## src/verilog/ubc_defines.vh

```
// Constants for the bus-collision and smart-card serial channel
`ifndef UBC_DEFINES_VH
`define UBC_DEFINES_VH
// ************************************************
// Register map (word addresses, one word each)
// ************************************************
`define UBC_ADDR_W 4
`define UBC_REG_TXBUF 4'h0
`define UBC_REG_RXBUF 4'h1
`define UBC_REG_DIV 4'h2
`define UBC_REG_MODE 4'h3
`define UBC_REG_CTRL 4'h4
`define UBC_REG_STATUS 4'h5
// ************************************************
// Mode register fields
// ************************************************
`define UBC_MODE_W 3
`define UBC_MODE_COLL 3'h6
`define UBC_MODE_SIM 3'h5
`define UBC_MODE_LO 0
`define UBC_MODE_HI 2
`define UBC_BIT_CLKDIR 3
`define UBC_BIT_STOP2 4
`define UBC_BIT_PODD 5
`define UBC_BIT_PEN 6
`define UBC_BIT_POL 7
`define UBC_SRC_LO 8
`define UBC_SRC_HI 9
`define UBC_BIT_OD 10
`define UBC_BIT_MSBF 11
`define UBC_BIT_INV 12
`define UBC_BIT_ERRSIG 13
`define UBC_BIT_SAMPEND 14
`define UBC_BIT_AUTOCLR 15
`define UBC_BIT_STARTSYNC 16
`define UBC_BIT_TXIRQSRC 17
`define UBC_BIT_CHAN2 18
`define UBC_BIT_C0EN 19
`define UBC_BIT_C1EN 20
`define UBC_BIT_CHAN1 21
// ************************************************
// Control and status bits
// ************************************************
`define UBC_CTRL_TXEN 0
`define UBC_CTRL_RXEN 1
`define UBC_ST_TXEMPTY 0
`define UBC_ST_SHEMPTY 1
`define UBC_ST_RXFULL 2
`define UBC_ST_COLL 3
`define UBC_RB_OVR 9
`define UBC_RB_FRM 10
`define UBC_RB_PAR 11
`define UBC_RB_SUM 12
// ************************************************
// Timing
// ************************************************
`define UBC_OVS 5'h10
`define UBC_OVS_MID 5'h07
`define UBC_OVS_END 5'h0f
`define UBC_DIV_W 8
`endif

```

## src/verilog/ubc_uart.v

```verilog
// Serial channel with bus-collision and smart-card special modes
//
// Design decisions made here: the register addresses and strobed register access.
`timescale 1ns/1ps
`default_nettype none
`include "ubc_defines.vh"
// Behaviour
// - Collision mode sends each bus bit as one whole character frame
// - Collision mode flags when driven transmit level differs from received level
// - Collision mode buffers carry nine data bits; receive buffer shows errors
// - A bit picks the sampling instant for the collision compare
// - Auto-clear option drops transmit enable on a collision
// - A bit picks normal start or sync to received start edge
// - Polarity bit inverts transmit output and receive input in collision mode
// - Collision mode disables parity; parity type ignored
// - Output bit picks push-pull or open-drain transmit drive in collision mode
// - Smart-card mode only on channel 2, both formats, low on parity error
// - Internal clock rate is prescaled source over sixteen times divider plus one
// - External clock rate is pin frequency over sixteen times divider plus one
// - Smart-card transmit starts with enable set and buffer holding data
// - Smart-card receive starts with enable set and a start bit seen
// - Completion transmit request when shift register finished its character
// - Receive request when character moves into receive buffer
// - Overrun set when unread buffer and new character nears last stop bit
// - Framing error set when configured stop bits missing
// - Smart-card receive parity error drives transmit line low
// - Peer holds line low on error; sampled receive level at transmit request
// - Error sum set whenever overrun, framing or parity error set
// - Direct format sends LSB first, even parity; receives likewise
// - Inverse format inverts data, MSB first, odd parity, both ways
// - Receive buffer read during error signal clears parity flag, releases line
// - Framing and parity flags update when data moves into receive buffer
module ubc_uart (
  input wire ref_clk_i,
  input wire rst_i,
  input wire [3:0] addr_i,
  input wire [31:0] wdata_i,
  input wire wr_i,
  input wire rd_i,
  output reg [31:0] rdata_o,
  input wire serial_rx_pin_i,
  input wire ext_clock_pin_i,
  output reg serial_tx_pin_o,
  output reg serial_tx_oe_o,
  output reg tx_irq_o,
  output reg rx_irq_o,
  output reg collision_irq_o,
  output reg parity_sample_o
);
  // ************************************************
  // Registers
  // ************************************************
  reg [8:0] tx_buffer_reg;
  reg [12:0] rx_buffer_reg;
  reg [7:0] baud_divider_reg;
  reg [21:0] mode_reg;
  reg tx_enable_bit;
  reg rx_enable_bit;
  reg tx_buffer_empty_flag;
  reg rx_complete_flag;
  reg collision_flag;
  reg err_sig_active;
  wire [2:0] mode_sel = mode_reg[`UBC_MODE_HI:`UBC_MODE_LO];
  wire coll_mode = (mode_sel == `UBC_MODE_COLL);
  wire sim_mode = (mode_sel == `UBC_MODE_SIM) && mode_reg[`UBC_BIT_CHAN2];
  wire pol = coll_mode && mode_reg[`UBC_BIT_POL];
  wire par_en = mode_reg[`UBC_BIT_PEN] && !coll_mode;
  wire par_odd = mode_reg[`UBC_BIT_PODD];
  wire msbf = sim_mode && mode_reg[`UBC_BIT_MSBF];
  wire dinv = sim_mode && mode_reg[`UBC_BIT_INV];
  wire nine = coll_mode;
  wire two_stop = mode_reg[`UBC_BIT_STOP2];
  wire coll_en = mode_reg[`UBC_BIT_CHAN2] ||
    (mode_reg[`UBC_BIT_CHAN1] ? mode_reg[`UBC_BIT_C1EN] : mode_reg[`UBC_BIT_C0EN]);
  // ************************************************
  // Baud clock: prescaler then divider, 16x tick
  // ************************************************
  reg [4:0] pre_cnt;
  reg [7:0] div_cnt;
  reg ext_q;
  wire ext_rise = ext_clock_pin_i && !ext_q;
  reg pre_tick;
  always @* begin
    case (mode_reg[`UBC_SRC_HI:`UBC_SRC_LO])
      2'h0: pre_tick = 1'b1;
      2'h1: pre_tick = pre_cnt[0];
      2'h2: pre_tick = &pre_cnt[2:0];
      default: pre_tick = &pre_cnt;
    endcase
  end
  wire src_tick = mode_reg[`UBC_BIT_CLKDIR] ? ext_rise : pre_tick;
  wire os_tick = src_tick && (div_cnt == 8'h00);
  always @(posedge ref_clk_i) begin
    if (rst_i) begin
      pre_cnt <= 5'h00;
      div_cnt <= 8'h00;
      ext_q <= 1'b0;
    end else begin
      ext_q <= ext_clock_pin_i;
      pre_cnt <= pre_cnt + 5'h01;
      if (src_tick) begin
        div_cnt <= (div_cnt == 8'h00) ? baud_divider_reg : div_cnt - 8'h01;
      end
    end
  end
  // ************************************************
  // Receiver
  // ************************************************
  wire rx_line = serial_rx_pin_i ^ pol;
  localparam RX_IDLE = 2'h0;
  localparam RX_START = 2'h1;
  localparam RX_DATA = 2'h2;
  localparam RX_STOP = 2'h3;
  reg [1:0] rx_state;
  reg [4:0] rx_os;
  reg [3:0] rx_bit;
  reg [9:0] rx_sh;
  reg rx_q;
  reg rx_ferr;
  wire [3:0] rx_nbits = (nine ? 4'h9 : 4'h8) + {3'h0, par_en};
  wire [3:0] rx_nstop = two_stop ? 4'h2 : 4'h1;
  wire rx_mid = os_tick && (rx_os == `UBC_OVS_MID);
  wire rx_done = rx_mid && (rx_state == RX_STOP) && (rx_bit == rx_nstop - 4'h1);
  // Overrun looks at the bit just before the final stop bit
  wire rx_last_pre = rx_mid && (two_stop ? (rx_state == RX_STOP && rx_bit == 4'h0) :
    (rx_state == RX_DATA && rx_bit == rx_nbits - 4'h1));
  wire rx_start_edge = rx_q && !rx_line;
  reg [7:0] rx_data8;
  integer k;
  integer j;
  always @* begin
    rx_data8 = 8'h00;
    for (k = 0; k < 8; k = k + 1) begin
      rx_data8[k] = msbf ? rx_sh[7 - k] : rx_sh[k];
    end
    rx_data8 = rx_data8 ^ {8{dinv}};
  end
  wire rx_par_bad = par_en &&
    ((^rx_sh[7:0]) ^ rx_sh[8] ^ (sim_mode ? dinv : par_odd));
  always @(posedge ref_clk_i) begin
    if (rst_i) begin
      rx_state <= RX_IDLE;
      rx_os <= 5'h00;
      rx_bit <= 4'h0;
      rx_sh <= 10'h000;
      rx_q <= 1'b1;
      rx_ferr <= 1'b0;
    end else begin
      rx_q <= rx_line;
      if (os_tick) begin
        rx_os <= (rx_os == `UBC_OVS_END) ? 5'h00 : rx_os + 5'h01;
      end
      case (rx_state)
        RX_IDLE: begin
          if (rx_enable_bit && rx_start_edge) begin
            rx_state <= RX_START;
            rx_os <= 5'h00;
          end
        end
        RX_START: begin
          if (rx_mid) begin
            rx_state <= rx_line ? RX_IDLE : RX_DATA;
            rx_bit <= 4'h0;
            rx_ferr <= 1'b0;
          end
        end
        RX_DATA: begin
          if (rx_mid) begin
            rx_sh[rx_bit] <= rx_line;
            rx_bit <= rx_bit + 4'h1;
            if (rx_bit == rx_nbits - 4'h1) begin
              rx_state <= RX_STOP;
              rx_bit <= 4'h0;
            end
          end
        end
        RX_STOP: begin
          if (rx_mid) begin
            if (!rx_line) begin
              rx_ferr <= 1'b1;
            end
            rx_bit <= rx_bit + 4'h1;
            if (rx_done) begin
              rx_state <= RX_IDLE;
            end
          end
        end
        default: rx_state <= RX_IDLE;
      endcase
    end
  end
  // ************************************************
  // Transmitter
  // ************************************************
  localparam TX_IDLE = 2'h0;
  localparam TX_SHIFT = 2'h1;
  localparam TX_WAIT = 2'h2;
  reg [1:0] tx_state;
  reg [11:0] tx_sh;
  reg [3:0] tx_left;
  reg [4:0] tx_os;
  reg [7:0] tx_ord;
  always @* begin
    tx_ord = 8'h00;
    for (j = 0; j < 8; j = j + 1) begin
      tx_ord[j] = msbf ? tx_buffer_reg[7 - j] : tx_buffer_reg[j];
    end
    tx_ord = tx_ord ^ {8{dinv}};
  end
  wire tx_par = (^tx_ord) ^ (sim_mode ? dinv : par_odd);
  wire tx_sync_ok = !mode_reg[`UBC_BIT_STARTSYNC] || rx_start_edge;
  wire tx_go = tx_enable_bit && !tx_buffer_empty_flag && tx_sync_ok;
  wire tx_bit_end = os_tick && (tx_os == `UBC_OVS_END);
  wire tx_finish = (tx_state == TX_SHIFT) && tx_bit_end && (tx_left == 4'h1);
  wire [3:0] tx_len = 4'h1 + (nine ? 4'h9 : 4'h8) + {3'h0, par_en} + rx_nstop;
  wire tx_level = tx_sh[0] && !err_sig_active;
  wire tx_active = (tx_state == TX_SHIFT);
  wire coll_sample = mode_reg[`UBC_BIT_SAMPEND] ? tx_bit_end : rx_mid;
  wire coll_event = coll_mode && coll_en && tx_active && coll_sample &&
    (tx_level != rx_line);
  always @(posedge ref_clk_i) begin
    if (rst_i) begin
      tx_state <= TX_IDLE;
      tx_sh <= 12'hfff;
      tx_left <= 4'h0;
      tx_os <= 5'h00;
    end else begin
      if (os_tick) begin
        tx_os <= (tx_os == `UBC_OVS_END) ? 5'h00 : tx_os + 5'h01;
      end
      case (tx_state)
        TX_IDLE: begin
          if (tx_go) begin
            // One frame per bus bit in collision mode
            tx_sh <= {2'h3, nine ? tx_buffer_reg[8] : (par_en ? tx_par : 1'b1), tx_ord,
              1'b0};
            if (par_en && nine) begin
              tx_sh[10] <= tx_par;
            end
            tx_left <= tx_len;
            tx_os <= 5'h00;
            tx_state <= TX_SHIFT;
          end
        end
        TX_SHIFT: begin
          if (tx_bit_end) begin
            tx_sh <= {1'b1, tx_sh[11:1]};
            tx_left <= tx_left - 4'h1;
            if (tx_left == 4'h1) begin
              tx_state <= TX_IDLE;
            end
          end
          if (coll_event && mode_reg[`UBC_BIT_AUTOCLR]) begin
            tx_state <= TX_IDLE;
            tx_sh <= 12'hfff;
          end
        end
        default: tx_state <= TX_IDLE;
      endcase
    end
  end
  // ************************************************
  // Bus slave, flags and pins
  // ************************************************
  wire rb_read = rd_i && (addr_i == `UBC_REG_RXBUF);
  wire tb_write = wr_i && (addr_i == `UBC_REG_TXBUF);
  wire load_tx = (tx_state == TX_IDLE) && tx_go;
  wire [8:0] rx_word = nine ? rx_sh[8:0] : {1'b0, rx_data8};
  wire ovr_hit = rx_last_pre && rx_complete_flag && !rb_read;
  reg ovr_frame;
  wire [2:0] new_err = {rx_par_bad, rx_ferr || !rx_line, ovr_frame || ovr_hit};
  // Next error-signal state, so a buffer read releases the pin in the same cycle
  wire err_next = (rx_done && rx_par_bad && sim_mode && mode_reg[`UBC_BIT_ERRSIG]) ||
    (err_sig_active && !rb_read);
  always @(posedge ref_clk_i) begin
    if (rst_i) begin
      tx_buffer_reg <= 9'h000;
      rx_buffer_reg <= 13'h0000;
      baud_divider_reg <= 8'h00;
      mode_reg <= 22'h00_0000;
      tx_enable_bit <= 1'b0;
      rx_enable_bit <= 1'b0;
      tx_buffer_empty_flag <= 1'b1;
      rx_complete_flag <= 1'b0;
      collision_flag <= 1'b0;
      err_sig_active <= 1'b0;
      ovr_frame <= 1'b0;
      rdata_o <= 32'h0000_0000;
      tx_irq_o <= 1'b0;
      rx_irq_o <= 1'b0;
      collision_irq_o <= 1'b0;
      parity_sample_o <= 1'b1;
      serial_tx_pin_o <= 1'b1;
      serial_tx_oe_o <= 1'b1;
    end else begin
      if (wr_i && addr_i == `UBC_REG_DIV) begin
        baud_divider_reg <= wdata_i[7:0];
      end
      if (wr_i && addr_i == `UBC_REG_MODE) begin
        mode_reg <= wdata_i[21:0];
      end
      if (wr_i && addr_i == `UBC_REG_CTRL) begin
        tx_enable_bit <= wdata_i[`UBC_CTRL_TXEN];
        rx_enable_bit <= wdata_i[`UBC_CTRL_RXEN];
      end
      if (coll_event && mode_reg[`UBC_BIT_AUTOCLR]) begin
        tx_enable_bit <= 1'b0;
      end
      if (tb_write) begin
        tx_buffer_reg <= wdata_i[8:0];
        tx_buffer_empty_flag <= 1'b0;
      end else if (load_tx) begin
        tx_buffer_empty_flag <= 1'b1;
      end
      if (wr_i && addr_i == `UBC_REG_STATUS && wdata_i[`UBC_ST_COLL]) begin
        collision_flag <= 1'b0;
      end
      if (coll_event) begin
        collision_flag <= 1'b1;
      end
      if (rx_done) begin
        ovr_frame <= 1'b0;
      end
      if (ovr_hit) begin
        ovr_frame <= 1'b1;
        rx_buffer_reg[`UBC_RB_OVR] <= 1'b1;
        rx_buffer_reg[`UBC_RB_SUM] <= 1'b1;
      end
      if (rb_read) begin
        rx_complete_flag <= 1'b0;
        if (err_sig_active) begin
          rx_buffer_reg[`UBC_RB_PAR] <= 1'b0;
          err_sig_active <= 1'b0;
        end
      end
      // Set wins over a same-cycle read clear
      if (rx_done) begin
        rx_complete_flag <= 1'b1;
        rx_buffer_reg <= {|new_err, new_err, rx_word};
        if (rx_par_bad && sim_mode && mode_reg[`UBC_BIT_ERRSIG]) begin
          err_sig_active <= 1'b1;
        end
      end
      tx_irq_o <= (mode_reg[`UBC_BIT_TXIRQSRC] || sim_mode) ? tx_finish : load_tx;
      if (tx_finish) begin
        parity_sample_o <= serial_rx_pin_i;
      end
      rx_irq_o <= rx_done;
      collision_irq_o <= coll_event;
      // Open-drain only pulls low so several nodes share the wire
      serial_tx_pin_o <= (tx_sh[0] && !err_next) ^ pol;
      serial_tx_oe_o <= !(coll_mode && mode_reg[`UBC_BIT_OD]) || !(tx_level ^ pol);
      rdata_o <= 32'h0000_0000;
      if (rd_i) begin
        case (addr_i)
          `UBC_REG_TXBUF: rdata_o <= {23'h00_0000, tx_buffer_reg};
          `UBC_REG_RXBUF: rdata_o <= {19'h0_0000, rx_buffer_reg};
          `UBC_REG_DIV: rdata_o <= {24'h00_0000, baud_divider_reg};
          `UBC_REG_MODE: rdata_o <= {10'h000, mode_reg};
          `UBC_REG_CTRL: rdata_o <= {30'h0000_0000, rx_enable_bit, tx_enable_bit};
          `UBC_REG_STATUS: rdata_o <= {28'h000_0000, collision_flag, rx_complete_flag,
            !tx_active, tx_buffer_empty_flag};
          default: rdata_o <= 32'h0000_0000;
        endcase
      end
    end
  end
endmodule
`default_nettype wire
```

## config.mk

```make
export PLATFORM = sky130hd
export DESIGN_NAME = ubc_uart
export DESIGN_NICKNAME = d
export VERILOG_FILES = /design/src/verilog/ubc_uart.v
export VERILOG_INCLUDE_DIRS = /design/src /design/src/verilog
export SDC_FILE = /design/constraint.sdc
export NUM_CORES = 1
export LEC_CHECK = 0
export BUFFER_PORTS_ARGS = -buffer_cell sky130_fd_sc_hd__buf_2
export CELL_PAD_IN_SITES_DETAIL_PLACEMENT = 0
export CELL_PAD_IN_SITES_GLOBAL_PLACEMENT = 1
export CORE_UTILIZATION = 40
export CTS_CLUSTER_DIAMETER = 150
export DETAILED_ROUTE_END_ITERATION = 8
export PLACE_DENSITY = 0.81
export SYNTH_ARGS = -nofsm -noshare
export SYNTH_HDL_FRONTEND = slang
export SYNTH_SLANG_ARGS = --single-unit
```

## constraint.sdc

```tcl
create_clock -name ref_clk_i -period 2.76 [get_ports ref_clk_i]
set_clock_uncertainty 0.15 [all_clocks]
set_input_delay 0.276 -clock ref_clk_i [delete_from_list [all_inputs] [get_ports ref_clk_i]]
set_output_delay 0.276 -clock ref_clk_i [all_outputs]
set_load 0.03 [all_outputs]
```

==> results_dict.tcl, run 1 <==
set metrics [dict create \
    outcome "finished clean" \
    tightest_slew_ns 0.871 \
    synth_area_um2 6820 \
    htree_levels 4 \
    pin_count 80 \
    drt_wl_total_um 18800 \
    critPathKind "reg2reg" \
    min_period_ns 2.65 \
    clkSinkCount 144 \
    die_height_um 133 \
    die-area_um2 17600 \
    p_switching_mw 1.51 \
    dp_hpwl_um 13300 \
    slew_viol_final 0 \
    seqPwrFrac_pct 40.9 \
    worst_skew_pair.late_latency_ns 0.43 \
    nNetsFinal 952 \
    cp_max_fo 9 \
    final_layout_size_suffix_gt1_share_pct 18.9 \
    numCtsBuffers 17 \
    core-area_um2 16600 \
    max_cap_viol_count 0 \
    ant_nets 0 \
    power_density_nw_per_um2 650 \
    fin_tns_setup_ns 0 \
    clk_pin_slew_ns 0.07 \
    vdd_drop_max_mv 0.488 \
    dp_cells 1066 \
    ys_warn_count 0 \
    grt_pass1_vias 5708 \
    timing.fmax_mhz 377 \
    area_delta_synth_final_pct 23.9 \
    numPortBuffers 59 \
    chipWidth_um 133 \
    drtIter0Drc 461 \
    grt_max_degree 48 \
    ys_types 67 \
    finalNonFillerCells 1130 \
    required_ns 2.93 \
    grt_pass1_wl_um 30000 \
    start_util_pct 41.1 \
    setup.worst_path.end_class "register" \
    clkPwrFrac_pct 44.3 \
    clock_path_buffers 2 \
    cts_root_buf "clkbuf_16" \
    ys_seq_area_share_pct 42.3 \
    tritoncts "yes" \
    synth_top_cell_area_share_pct 42.3 \
    critPathArrivalTime_ns 2.82 \
    grt_usage_pct 21.9 \
    p_comb_share_pct 14.8 \
    p_leak_nw 3.18 \
    async_flop_share_pct 0 \
    first_pass_iters 5 \
    drc 0 \
    fin_crit_sh_pct 96.0 \
    synth_ff_type "dfxtp_1" \
    ys_ff_latch 144 \
    via_count 6048 \
    yosysTopAreaCell "dfxtp_1" \
    final.fill_count 1621 \
    p_int_mw 3.98 \
    hold_ws_ns 0.0706 \
    rows 47 \
    synth_edf_count 0 \
    antenna_found_initial 0 \
    gp_congestion 0.845 \
    wl_per_cell_um 16.6 \
    routed_via_density 5.35 \
    netlist_top_cells_area "dfxtp_1 (42%), nand2_1 (6.7%), a21oi_1 (6.3%), mux2i_1 (4.1%), nor2_1 (3.3%)" \
    setup_viol 0 \
    diodes 0 \
    grt-ovfl-total 0 \
    crit_path_start_kind "register" \
    hold_viol 0 \
    hold_path_class "in2reg" \
    layout_common_cells "dfxtp_1 (143), nand2_1 (120), a21oi_1 (86), nor2_1 (59), buf_2 (58)" \
    syn_inst 795 \
    slew_headroom_pct 41.8 \
    avgSynthCellArea_um2 8.57 \
    netSwitchingFraction_pct 27.6 \
    final_common_cell "dfxtp_1" \
]
[metal layers]
metal	wire length, um	global-route usage (%)
met1	8930	29.4
met2	8630	34.9
met5	0	0
met4	236	7.41
met3	991	4.33
[final timing paths]
path	startpoint	endpoint	slack, ns	cells after the start
max reg2reg	pre_cnt[0]	parity_sample_o	0.11	11
min reg2reg	tx_sh[10]	tx_sh[10]	0.30	2
max	pre_cnt[0]	parity_sample_o	0.11	11
min	rst_i	register	0.07	2
[layout make-up]
class | instances | area [um2] | share of cell area [%]
clock buffer | 18 | 439 | 5.20
clock inverter | 14 | 180 | 2.13
inverter | 15 | 56.3 | 0.667
multi-input combinational | 586 | 3690 | 43.7
sequential | 144 | 2880 | 34.2
tap | 220 | 275 | 3.26
timing repair buffer | 133 | 918 | 10.9
[power groups by stage]
stage	clock [mW]	combinational, mW	sequential (mW)
global route	2.54	0.903	2.26
global placement	0	0.771	2.29
finish	2.43	0.815	2.24
CTS	2.47	0.808	2.24
detailed placement	0	0.777	2.29
floorplan	0	0.551	2.27
[through the flow]
step           instance area, um2  power, mW  setup slack, ns  util [%]
2_1_floorplan                6850       2.82            0.157         -
3_3_place_gp                 7470       3.06           0.0418      45.0
3_5_place_dp                 7470       3.06         -0.00770      45.0
4_1_cts                      8320       5.52          0.00889      50.2
5_1_grt                      8440       5.69          -0.0103      50.9
6_report                     8440       5.49            0.110      50.9
[synthesized netlist by cell type (3+ instances only)]
library cell / instances
a211o_1: 7
a211oi_1: 7
a21oi_1: 86
a22oi_1: 19
a311oi_1: 10
a31oi_1: 15
and2_1: 12
and3_1: 8
buf_1: 3
buf_2: 4
buf_4: 13
clkbuf_1: 38
dfxtp_1: 144
ha_1: 12
inv_1: 15
mux2_2: 3
mux2i_1: 28
nand2_1: 121
nand2b_1: 15
nand3_1: 26
nand4_1: 5
nand4b_1: 3
nor2_1: 60
nor2b_1: 11
nor3_1: 12
nor3b_1: 3
o21ai_0: 10
o21ai_1: 8
o22ai_1: 11
xnor2_1: 18
xnor3_1: 3
xor2_1: 19
[repair_timing]
action                                  CTS  global route
gates resized for setup                   1            12
pin swaps                                 2            10
hold buffers                             23             0
setup buffers                             0             9
endpoints found under the hold margin    39             0
endpoints found under the setup margin    9            35
[cells by family (layout without fill, tap and decap cells)]
kind of cell | Yosys count | after routing | synth area share (%)
simple gates | 302 | 302 | 22.1
buf+inv | 74 | 180 | 4.98
mux | 31 | 31 | 4.61
other cells | 1 | 10 | 0.0550
compound gates | 190 | 190 | 17.7
fa+ha+maj | 13 | 13 | 2.50
flops | 144 | 144 | 42.3
xor+xnor | 40 | 40 | 5.75
[critical path, cell delays in order, from the launching register on]
cell and delay, ns:
dfxtp_2 0.32, ha_2 0.18, buf_4 0.13, ha_1 0.18, nor4b_2 0.36, a221o_1 0.34
buf_6 0.19, nor2_2 0.07, nand4b_1 0.18, buf_4 0.15, nor2_1 0.04, a211o_1 0.26
Note: power is estimated with default switching activity, not from simulation.
==> run 2: changes to the inputs <==
CORE_MARGIN = 5   (was not set)
MAX_ROUTING_LAYER = met4   (was not set)
RECOVER_POWER = 100   (was not set)
==> run 2 against run 1 <==
Net effect:
- sequential cell count is the same
- sequential share of layout area decreased by 0.23 points
- register-to-register slack improved by 0.03 ns
- the flow now finishes with violations (capacitance limit, slew limit)
- non-clock buffer count up 3
- clock power rose by 7%
- hold slack gained 0.015 ns
==> results_dict.tcl, run 2 (same netlist as run 1, synthesis figures left out) <==
set metrics [dict create \
    slew_headroom_pct -1.40 \
    crit_start "pre_cnt[0]" \
    core-area_um2 16600 \
    drc 0 \
    hold_viol 0 \
    clkSinkCount 144 \
    dp_hpwl_um 13800 \
    path_depth 10 \
    grt_max_degree 52 \
    max_stage_delay_ns 0.51 \
    tritoncts "yes" \
    timing.fmax_mhz 382 \
    violations "capacitance limit, slew limit" \
    critPathArrivalTime_ns 2.83 \
    clk_pin_slew_ns 0.06 \
    drtIter0Drc 534 \
    clock_path_buffers 2 \
    critPathKind "reg2reg" \
    numPortBuffers 59 \
    htree_levels 4 \
    routed_via_density 5.35 \
    cp_max_fo 9 \
    hold_ws_ns 0.0860 \
    p_total_mw 5.66 \
    r2r_setup_slack_ns 0.14 \
    critical_path.cell_chain "ha_1, and3_1, ha_1, mux2i_1, a221o_1, buf_4, or4_1, a211oi_2, a21oi_1, a21oi_1" \
    vdd_drop_max_mv 0.509 \
    hold_path_class "in2reg" \
    endpoint "div_cnt[7]" \
    first_pass_iters 5 \
    numCtsBuffers 17 \
    outcome "complete, but fails checks" \
    crit_path_start_kind "register" \
    power_density_nw_per_um2 666 \
    drt_wl_total_um 19300 \
    rows 47 \
    layout_common_cells "dfxtp_1 (140), nand2_1 (121), a21oi_1 (85), nor2_1 (60), buf_2 (58)" \
    slowest_stage "or4_1" \
    required_ns 2.98 \
    crit_buf_inv 1 \
    setup_viol 0 \
    ant_nets 0 \
    die-area_um2 19700 \
    reg2reg_from "pre_cnt[0]" \
    cp_top_family "compound AO/OA/AOI/OAI gates" \
    grt-ovfl-total 0 \
    chipWidth_um 141 \
    grt_pass1_vias 5664 \
    rsz0062_at_grt "yes" \
    via_count 6061 \
    start_util_pct 41.0 \
    grt_usage_pct 20.1 \
    pin_count 80 \
    p_leak_nw 3.21 \
    min_period_ns 2.62 \
    reg2reg_depth 10 \
    die_height_um 141 \
    final_layout_size_suffix_gt1_share_pct 19.5 \
    post-route-util_pct 51.1 \
    final_common_cell "dfxtp_1" \
    gp_congestion 0.883 \
    antenna_found_initial 0 \
    slew_viol_final 35 \
    worst_skew_pair.late_latency_ns 0.44 \
    r2r-end "div_cnt[7]" \
    setup.worst_path.end_class "register" \
    wl_per_cell_um 17.0 \
    grt_pass1_wl_um 30800 \
    fin_crit_sh_pct 94.7 \
    nNetsFinal 955 \
    max_cap_viol_count 1 \
    diodes 0 \
    area_delta_synth_final_pct 24.9 \
    tightest_slew_ns 1.52 \
    cts_root_buf "clkbuf_16" \
]
## run 2: worst reg2reg max path: stages (launching register included)
cell	delay (ns)
dfxtp_2	0.32
ha_1	0.15
and3_1	0.16
ha_1	0.14
mux2i_1	0.09
a221o_1	0.42
buf_4	0.21
or4_1	0.51
a211oi_2	0.21
a21oi_1	0.06
a21oi_1	0.13
## run 2: stage by stage
stage	instance area, um2	setup WS [ns]	TNS [ns]	std cells
5_1_grt	8510	-0.000904	-0.000904	1133
4_1_cts	8420	0.0553	0	1129
6_report	8510	0.145	0	1133
3_5_place_dp	7530	-0.0375	-0.0710	1074
3_3_place_gp	7530	-0.0164	-0.0164	1074
2_1_floorplan	6850	0.157	0	804
## run 2: layer usage
metal / track usage [%] / vias to the layer above / share of wire [%]
met1: 27.6 / 2873 / 48
met4: 7.09 / 0 / 2.1
met2: 29.5 / 174 / 45
met3: 4.09 / 32 / 5.1
li1: - / 2982 / -
met5: - / - / 0
## run 2: worst min path at each step
stage                                from   endpoint  slack (ns)  cells after the start
after floorplan           ext_clock_pin_i      ext_q        0.25                      1
after global placement          tx_sh[10]  tx_sh[10]        0.28                      2
after detailed placement        tx_sh[10]  tx_sh[10]        0.29                      2
after CTS                           rst_i   register        0.07                      2
after global routing                rst_i   rx_irq_o        0.11                      2
final                               rst_i   register        0.09                      2
## run 2: final cells by class
cell class / count / area [um2]
Clock inverter: 15 / 233
Clock buffer: 17 / 425
Sequential cell: 144 / 2890
Timing Repair Buffer: 136 / 942
Multi-Input combinational cell: 586 / 3690
Inverter: 15 / 56.3
Fill cell: 1564 / 8130
Tap cell: 220 / 275
## run 2: where the power goes
part | internal [mW] | switching, mW | total [mW]
logic | 0.373 | 0.459 | 0.833
registers | 2.16 | 0.0823 | 2.25
clock network | 1.62 | 0.968 | 2.59
## run 2: repair_timing
item	in CTS	in global routing
hold buffers	23	0
hold endpoints to repair	38	0
setup buffers	0	4
resized for setup	0	15
pin swaps	2	11
endpoints found under the setup margin	3	33
